`src/core/grlc_regs.svh`:
```
/*
 * Constants for the remote, local and clear control of a bus instrument:
 * bus command bytes, address fields, default settings and timing counts.
 * Assumes inclusion by the package, the design module, the bus model and the bench.
 */
// Behaviour
// - Asserting remote enable alone never selects remote; remote follows only when the device is then addressed while remote enable stays true.
// - Interface clear sends the device to local and to talker idle and listener idle, turning off talk and listen indication.
// - Once lockout is accepted, every front panel control except power is ignored.
// - A lockout command takes effect only while remote enable is asserted.
// - Lockout ends only when remote enable drops; go to local leaves lockout standing.
// - Go to local received while addressed leaves remote and turns off the remote indicator.
// - Universal device clear acts without addressing.
// - Either clear restores the user defaults when stored, else the factory defaults.
// - Factory defaults: DC volts, top range, prefix on, continuous external trigger, line-cycle rate, filters, zero, delay, service request, multiplex and terminator as listed.
// - The device answers at its configured primary address, default 10.
`ifndef GRLC_REGS_SVH
`define GRLC_REGS_SVH

// ==========================================================================
// Command bytes, seven bits with the parity bit ignored, and address fields
// ==========================================================================
`define GRLC_CMD_GTL_MASKED 7'h01
`define GRLC_CMD_SDC 7'h04
`define GRLC_CMD_LLO 7'h11
`define GRLC_CMD_DCL 7'h14
`define GRLC_CMD_UNL 7'h3f
`define GRLC_CMD_UNT 7'h5f
`define GRLC_LAG_BASE 2'h1
`define GRLC_TAG_BASE 2'h2
`define GRLC_DEF_ADDR 5'h0a

// ==========================================================================
// Factory default settings
// ==========================================================================
`define GRLC_DEF_FUNCTION 4'h0
`define GRLC_DEF_RANGE 3'h5
`define GRLC_DEF_PREFIX 1'b1
`define GRLC_DEF_TRIGGER 3'h6
`define GRLC_DEF_RATE 3'h3
`define GRLC_DEF_DIG_FILTER 1'b0
`define GRLC_DEF_EXP_FILTER 1'b1
`define GRLC_DEF_ZERO 1'b0
`define GRLC_DEF_DELAY 16'h0000
`define GRLC_DEF_SRQ_MASK 8'h00
`define GRLC_DEF_MUX 1'b1
`define GRLC_DEF_TERM 2'h0

// ==========================================================================
// Timing
// ==========================================================================
`define GRLC_CLK_MHZ 100
`define GRLC_IFC_MIN_US 100
`define GRLC_IFC_CYCLES (`GRLC_IFC_MIN_US * `GRLC_CLK_MHZ)

`endif

```
`src/core/grlc_pkg.sv`:
```
/*
 * Types shared by the remote, local and clear controller.
 * Assumes the constants header is on the include path.
 */
`include "grlc_regs.svh"
package grlc_pkg;
    typedef enum logic [1:0] {
        GRLC_LOCAL = 2'b00,
        GRLC_REMOTE = 2'b01,
        GRLC_REMOTE_LOCK = 2'b11,
        GRLC_LOCAL_LOCK = 2'b10
    } grlc_rl_t;

    typedef struct packed {
        logic [3:0] function_sel;
        logic [2:0] range_sel;
        logic prefix_on;
        logic [2:0] trigger_sel;
        logic [2:0] rate_sel;
        logic dig_filter_on;
        logic exp_filter_on;
        logic zero_on;
        logic [15:0] delay;
        logic [7:0] srq_mask;
        logic mux_on;
        logic [1:0] terminator;
    } grlc_settings_t;

    typedef struct packed {
        logic atn;
        logic ren;
        logic ifc;
        logic dav;
        logic [7:0] data;
    } grlc_bus_t;

    typedef struct packed {
        logic remote;
        logic lockout;
        logic talk;
        logic listen;
    } grlc_ind_t;
endpackage

```
`src/core/grlc_ctrl.sv`:
```
/*
 * Remote, local, lockout and clear handling of a bus instrument.
 * Assumes the acceptor handshake is done elsewhere: bus_in.dav is high
 * for one byte while the byte is held; bus lines arrive asynchronously and
 * active high. Front panel and settings logic lie outside.
 */
`timescale 1ns/1ns
`include "grlc_regs.svh"
module grlc_ctrl (
    input wire logic mclk,
    input wire logic rst,
    input wire grlc_pkg::grlc_bus_t bus_in,
    input wire logic [4:0] primary_addr,
    input wire logic user_defaults_valid,
    input wire grlc_pkg::grlc_settings_t user_defaults,
    input wire logic store_settings,
    input wire grlc_pkg::grlc_settings_t panel_settings,
    input wire logic [7:0] panel_keys,
    input wire logic power_key,
    output logic [7:0] panel_keys_gated,
    output logic power_key_out,
    output grlc_pkg::grlc_ind_t ind,
    output grlc_pkg::grlc_settings_t settings,
    output logic clear_pulse
);
    import grlc_pkg::*;

    // ======================================================================
    // Bus synchronisers
    // ======================================================================
    grlc_bus_t sync1_reg;
    grlc_bus_t sync2_reg;
    grlc_bus_t prev_reg;
    always_ff @(posedge mclk) begin
        if (rst) begin
            sync1_reg <= '0;
            sync2_reg <= '0;
            prev_reg <= '0;
        end else begin
            sync1_reg <= bus_in;
            sync2_reg <= sync1_reg;
            prev_reg <= sync2_reg;
        end
    end

    // ======================================================================
    // Command decode
    // ======================================================================
    function automatic logic is_addr(input logic [6:0] b, input logic [1:0] g,
                                     input logic [4:0] a);
        return b[6:5] == g && b[4:0] == a;
    endfunction

    wire logic [6:0] cmd = sync2_reg.data[6:0];
    wire logic ren = sync2_reg.ren;
    wire logic ifc = sync2_reg.ifc;
    wire logic cmd_stb = sync2_reg.atn && sync2_reg.dav && !prev_reg.dav;
    wire logic my_listen = cmd_stb && is_addr(cmd, `GRLC_LAG_BASE,
                                              primary_addr);
    wire logic my_talk = cmd_stb && is_addr(cmd, `GRLC_TAG_BASE,
                                            primary_addr);
    wire logic other_talk = cmd_stb && cmd[6:5] == `GRLC_TAG_BASE && !my_talk;
    wire logic unl = cmd_stb && cmd == `GRLC_CMD_UNL;
    wire logic unt = cmd_stb && cmd == `GRLC_CMD_UNT;
    wire logic gtl = cmd_stb && cmd == `GRLC_CMD_GTL_MASKED && ind.listen;
    wire logic llo = cmd_stb && cmd == `GRLC_CMD_LLO;
    wire logic dcl = cmd_stb && cmd == `GRLC_CMD_DCL;
    wire logic sdc = cmd_stb && cmd == `GRLC_CMD_SDC && ind.listen;

    // ======================================================================
    // Addressing
    // ======================================================================
    logic talk_reg;
    logic listen_reg;
    wire logic talk_next = ifc ? 1'b0 : my_talk ? 1'b1 :
        (unt || other_talk || my_listen) ? 1'b0 : talk_reg;
    wire logic listen_next = ifc ? 1'b0 : my_listen ? 1'b1 :
        (unl || my_talk) ? 1'b0 : listen_reg;
    always_ff @(posedge mclk) begin
        if (rst) begin
            talk_reg <= 1'b0;
            listen_reg <= 1'b0;
        end else begin
            talk_reg <= talk_next;
            listen_reg <= listen_next;
        end
    end

    // ======================================================================
    // Remote and lockout state
    // ======================================================================
    grlc_rl_t rl_reg;
    grlc_rl_t rl_next;
    // Interface clear beats any addressing met in the same cycle.
    always_comb begin
        rl_next = rl_reg;
        unique case (rl_reg)
            GRLC_LOCAL: begin
                if (llo && ren) begin
                    rl_next = GRLC_LOCAL_LOCK;
                end else if (my_listen && ren && !ifc) begin
                    rl_next = GRLC_REMOTE;
                end
            end
            GRLC_REMOTE: begin
                if (llo && !ifc) begin
                    rl_next = GRLC_REMOTE_LOCK;
                end else if (llo) begin
                    rl_next = GRLC_LOCAL_LOCK;
                end else if (gtl || ifc) begin
                    rl_next = GRLC_LOCAL;
                end
            end
            GRLC_REMOTE_LOCK: begin
                if (gtl || ifc) begin
                    rl_next = GRLC_LOCAL_LOCK;
                end
            end
            GRLC_LOCAL_LOCK: begin
                if (my_listen && !ifc) begin
                    rl_next = GRLC_REMOTE_LOCK;
                end
            end
        endcase
        if (!ren) begin
            rl_next = GRLC_LOCAL;
        end
    end
    always_ff @(posedge mclk) begin
        if (rst) begin
            rl_reg <= GRLC_LOCAL;
        end else begin
            rl_reg <= rl_next;
        end
    end

    // ======================================================================
    // Settings and clear
    // ======================================================================
    localparam grlc_settings_t FACTORY = '{
        function_sel: `GRLC_DEF_FUNCTION, range_sel: `GRLC_DEF_RANGE,
        prefix_on: `GRLC_DEF_PREFIX, trigger_sel: `GRLC_DEF_TRIGGER,
        rate_sel: `GRLC_DEF_RATE, dig_filter_on: `GRLC_DEF_DIG_FILTER,
        exp_filter_on: `GRLC_DEF_EXP_FILTER, zero_on: `GRLC_DEF_ZERO,
        delay: `GRLC_DEF_DELAY, srq_mask: `GRLC_DEF_SRQ_MASK,
        mux_on: `GRLC_DEF_MUX, terminator: `GRLC_DEF_TERM};
    wire logic do_clear = dcl || sdc;
    wire grlc_settings_t clear_val = user_defaults_valid ? user_defaults :
        FACTORY;
    wire logic locked = rl_reg[1];
    // Panel stores are dropped in remote and under lockout; the clear wins any collision.
    wire logic panel_store = store_settings && !locked && !rl_reg[0];
    grlc_settings_t settings_reg;
    logic clear_reg;
    always_ff @(posedge mclk) begin
        if (rst) begin
            settings_reg <= FACTORY;
            clear_reg <= 1'b0;
        end else begin
            clear_reg <= do_clear;
            if (do_clear) begin
                settings_reg <= clear_val;
            end else if (panel_store) begin
                settings_reg <= panel_settings;
            end
        end
    end

    // ======================================================================
    // Outputs
    // ======================================================================
    assign panel_keys_gated = locked ? 8'h00 : panel_keys;
    assign power_key_out = power_key;
    assign ind.remote = rl_reg[0];
    assign ind.lockout = locked;
    assign ind.talk = talk_reg;
    assign ind.listen = listen_reg;
    assign settings = settings_reg;
    assign clear_pulse = clear_reg;
endmodule

```
`config.mk`:
```
export PLATFORM = sky130hd
export DESIGN_NAME = grlc_ctrl
export DESIGN_NICKNAME = d
export VERILOG_FILES = /design/src/core/grlc_pkg.sv /design/src/core/grlc_ctrl.sv
export VERILOG_INCLUDE_DIRS = /design/src /design/src/core
export SDC_FILE = /design/constraint.sdc
export NUM_CORES = 1
export LEC_CHECK = 0
export BUFFER_PORTS_ARGS = -buffer_cell sky130_fd_sc_hd__buf_2
export CAP_MARGIN = 20
export CORE_MARGIN = 2
export CORE_UTILIZATION = 45
export CTS_BUF_LIST = sky130_fd_sc_hd__clkbuf_8 sky130_fd_sc_hd__clkbuf_16
export CTS_CLUSTER_SIZE = 30
export DETAILED_ROUTE_END_ITERATION = 8
export MAX_ROUTING_LAYER = met4
export PLACE_DENSITY = 0.92
export SLEW_MARGIN = 10
export SYNTH_ARGS = -nofsm -noshare
export SYNTH_HDL_FRONTEND = slang
export SYNTH_SLANG_ARGS = --single-unit
```
`constraint.sdc`:
```
create_clock -name mclk -period 1.9 [get_ports mclk]
set_clock_uncertainty 0.15 [all_clocks]
set_input_delay 0.38 -clock mclk [delete_from_list [all_inputs] [get_ports mclk]]
set_output_delay 0.38 -clock mclk [all_outputs]
set_load 0.005 [all_outputs]
```
# Word-level counts from Yosys, hierarchy flattened
# Cells that the tools add are included.
[op_classes]
eq_ne = 16
mux = 16
n_bitwise = 1
n_reduce_logical = 40
[ops]
columns = ["operator", "n"]
rows = [
  ["44-bit two-way mux", 3],
  ["1-bit logical AND", 23],
  ["7-bit by 5-bit == test with 1-bit output (second input constant)", 2],
  ["2-bit two-way mux", 7],
  ["8-bit two-way mux", 1],
  ["2-bit case mux with 4 select lines", 1],
  ["7-bit by 1-bit == test with 1-bit output (second input constant)", 1],
  ["7-bit by 3-bit == test with 1-bit output (second input constant)", 1],
  ["7-bit by 6-bit == test with 1-bit output (second input constant)", 1],
  ["7-bit == test (second input constant)", 1],
  ["2-bit == test (second input constant)", 3],
  ["2-bit nonzero test", 3],
  ["5-bit == test", 1],
  ["1-bit zero test", 5],
  ["1-bit logical OR", 5],
  ["2-bit by 1-bit == test with 1-bit output (second input constant)", 2],
  ["1-bit two-way mux", 4],
  ["2-bit != test (second input constant)", 2],
  ["4-bit != test (second input constant)", 1],
  ["4-bit AND reduction", 1],
  ["2-bit OR reduction", 2],
  ["3-bit != test (second input constant)", 1],
  ["2-bit zero test", 1],
  ["1-bit inverter", 1],
]
[word_totals]
reg_bits = 72
inputBits = 118
output_inout_bits = 58
wordCells = 100

# Logic depth before layout (Yosys ltp)
[depth]
ltp_word = 9
mapped_depth = 6
ltp_nobuf = 4

# Worst setup path before layout
# No wires, ideal clock.
[synth_path]
path_type = "reg-to-reg"
start = "register rl_reg[0]"
end = "register settings_reg (netlist bit settings[33])"
arrival_time_ps = 1375
path_slack_ps = 243
path_stages_with_launch = 6
path_buffers = 1
period_less_slack_ps = 1657
cell_sequence = "dfxtp_1 nor3b_4 buf_2 mux2_2 nand2_1 a21oi_1"
[synth_via]
elab_chain_len = 3
[synth_rtl]
columns = ["element", "line", "rtl"]
rows = [
  ["from (decl)", "grlc_ctrl.sv:92", "grlc_rl_t rl_reg;"],
  ["from (signal assigned)", "grlc_ctrl.sv:133", "rl_reg <= rl_next;"],
  ["1-bit zero test", "grlc_ctrl.sv:152", "wire logic panel_store = store_settings && !locked && !rl_reg[0];"],
  ["1-bit logical AND", "grlc_ctrl.sv:152", ""],
  ["2-bit nonzero test (no line)", "-", ""],
  ["to (signal assigned)", "grlc_ctrl.sv:162", "settings_reg <= clear_val;"],
  ["to (signal assigned)", "grlc_ctrl.sv:164", "settings_reg <= panel_settings;"],
  ["to (decl)", "grlc_ctrl.sv:153", "grlc_settings_t settings_reg;"],
]
# Every way passes these cells.
# A chain may end at the register's enable or synchronous reset.

# Final worst setup path
[layout_path]
start = "register sync2_reg (netlist bit cmd[4])"
end = "register listen_reg"
[layout_via]
elab_chain_len = 5
word_cells_on_any_way = 10
classes_between = "eq/ne: 2; mux: 1; reduce/logical: 7"
[layout_rtl]
columns = ["element", "line", "rtl"]
rows = [
  ["from (decl)", "grlc_ctrl.sv:32", "grlc_bus_t sync2_reg;"],
  ["from (signal assigned)", "grlc_ctrl.sv:41", "sync2_reg <= sync1_reg;"],
  ["5-bit == test", "grlc_ctrl.sv:51", "return b[6:5] == g && b[4:0] == a;"],
  ["1-bit logical AND", "grlc_ctrl.sv:51", ""],
  ["1-bit logical AND", "grlc_ctrl.sv:60", "wire logic my_talk = cmd_stb && is_addr(cmd, `GRLC_TAG_BASE,"],
  ["1-bit logical OR", "grlc_ctrl.sv:78", "(unl || my_talk) ? 1'b0 : listen_reg;"],
  ["2-bit nonzero test (no line)", "-", ""],
  ["to (signal assigned)", "grlc_ctrl.sv:85", "listen_reg <= listen_next;"],
  ["to (decl)", "grlc_ctrl.sv:74", "logic listen_reg;"],
]
# Parallel ways exist; a longest one is shown, timed or not.

==> reports/qor.yml <==
row_count: 30
synth_fp_nets: 478
die_w_microns: 88.4
synth_top_family_by_area: "simple AND/OR/NAND/NOR gates"
final_util: 0.641
final_common_cell: "buf_2"
final_hold_viol_count: 0
rsz0062_at_grt: "false"
crit_path_end_kind: "flip-flop"
cts_buffers: 9
reg2regPathDepth: 4
firstDrtPassIters: 5
synth_area_leaders: "dfxtp_1 (45%), mux2_2 (9.5%), nand3_1 (7.2%), nand2_1 (6.6%), nor2b_1 (6.0%)"
netlist_area_sq_um: 3210
synth-xor-area-share: 0.0137
die_y_microns: 88.4
fin_nets: 642
netlist_instances: 360
crit_family: "simple AND/OR/NAND/NOR gates"
cp.buffers_inverters: 0
hpwl_mm: 6.38
synthArstFlopShare: 0
root_buffer: "clkbuf_8"
vias: 3205
relSlewSlack: 0.655
tns_ps: 0
finalCritPeriodShare: 0.916
hold_depth: 2
die-area_sq_um: 7820
worst_pin_slew_ps: 518
yosysWarnings: 0
critPathKind: "reg -> reg"
ctsHoldBuffers: 0
avgSynthCellArea_sq_um: 8.91
clkLatencyLatePin_ps: 330
yosys.area_share.simple: 0.272
place.gp.congestion: 0.965
start_kind: "flip-flop"
status: "finished clean"
muxShareOfSynthArea: 0.123
clock_sinks: 72
reg2reg_slack_ps: 160
clkSlewWorstSetupHoldPaths_ps: 80
htree_levels: 3
cp.arrival_ps: 1840
hold_path.class: "in -> reg"
cp.required_ps: 2000
cts_tree: "yes"
power_density_nw_per_um2: 739
grt_max_degree: 32
synth_top_flop_cell: "dfxtp_1"
synth_top_area_frac: 0.449
synth_fa_ha_area_frac: 0
setup_viol: 0
routed_wl_mm: 8.54
via_per_inst: 5.13
fillers: 575
ant_nets: 0
synth-compound-area-share: 0.0928
drv_cap: 0
antenna_found_initial: 1
synth-edff-count: 0
synth_top_area_cell: "dfxtp_1"
cellLeakagePower_uw: 0.00207
clock_path_buffers: 2
syn_to_final_growth_pct: 36.4
largest_reg_flops: 44
layout_min_cycle_time_ps: 1740
mostFrequentLayoutCells: "buf_2 (172), dfxtp_1 (72), nand2_1 (56), nand3_1 (46), a21oi_1 (35)"
cts_resized: 0
crit_cells: 4
grt_pass1_vias: 2995
portBuffers: 172
fmax_ghz: 0.575
cpPeakStageDelay_ps: 530
path_cells: "xnor2_1, nand3_1, or4b_1, a311oi_1"
worstPathMaxFanout: 5
io_pins: 176
grt_overflow_total: 0
ys_seq_area_frac: 0.449
placeableCoreArea_sq_um: 6830
start_util: 0.470
drt_iter0_drc: 73
wire_per_inst_microns: 13.7
finalMaxSlewViolations: 0
groute.usage.overall: 0.216
drive_above_1_share: 0.439
cpMaxStageDelayCell: "or4b_1"
drcViolationCount: 0
ys_seq_elements: 72
cts_setup_buffers: 0
irDropWorstVdd_mv: 0.535
grt_pass1_wl_mm: 12.8
ys_types: 38
-- worst paths after layout --
check,endpoint,from
max,listen_reg$_SDFFE_PP0P_,cmd[4]$_SDFF_PP0_
min,sync1_reg[6]$_SDFF_PP0_,bus_in[6]
max reg2reg,listen_reg$_SDFFE_PP0P_,cmd[4]$_SDFF_PP0_
min reg2reg,cmd[5]$_SDFF_PP0_,sync1_reg[5]$_SDFF_PP0_
-- report_power, final --
part	internal [uW]	switching [uW]	leakage, uW
clock	594	547	0.0000925
combinational	269	198	0.00138
sequential	1590	38.0	0.000595
total	2450	783	0.00207
-- final cells by class --
type                    instances  area, sq um  share of cell area
clock inverters                 6         62.6              0.0143
repair buffers                184         1010               0.232
well taps                      96          120              0.0274
flip-flops and latches         72         1440               0.329
clock buffers                   9          124              0.0283
diodes                          1         2.50            0.000572
inverters                       1         3.75            0.000858
multi-input cells             256         1610               0.368
-- per-layer routing --
metal  share of wire  track usage  vias up
met2            0.51        0.386      136
met3           0.076       0.0504       15
met4           0.014       0.0882        0
met1            0.40        0.229     1492
met5               0            -        -
li1                -            -     1562
-- logic make-up after synthesis --
logic type / after synthesis
AND/OR/NAND/NOR: 165
flip-flops: 72
AO/OA/AOI/OAI: 51
multiplexers: 35
buffers and inverters: 32
XOR/XNOR: 5
-- worst register-to-register path: stages, from the launching register on --
cell,delay (ps)
dfxtp_1,440
xnor2_1,150
nand3_1,130
or4b_1,530
a311oi_1,260
-- metrics by stage --
stage	hold slack [ps]	power, uW	instance area [sq um]	cells	setup slack, ps
floorplan	243	1900	3210	360	243
global placement	266	2110	4190	609	159
detailed placement	270	2130	4190	609	95.6
CTS	95.1	3270	4370	624	176
global route	100	3390	4380	625	52.8
finish	105	3230	4380	625	160
-- synthesized netlist by cell type, drive strengths merged (2+ instances only) --
| cell type | number |
|---|---|
| dfxtp | 72 |
| xnor2 | 5 |
| nor2b | 31 |
| a21o | 9 |
| nor3 | 3 |
| clkbuf | 16 |
| buf | 15 |
| nand2b | 2 |
| a21oi | 35 |
| nand3 | 46 |
| mux2 | 35 |
| nand2 | 56 |
| nor3b | 2 |
| nand4 | 3 |
| nor2 | 3 |
| nand3b | 9 |
Note: power is estimated with default switching activity, not from simulation.
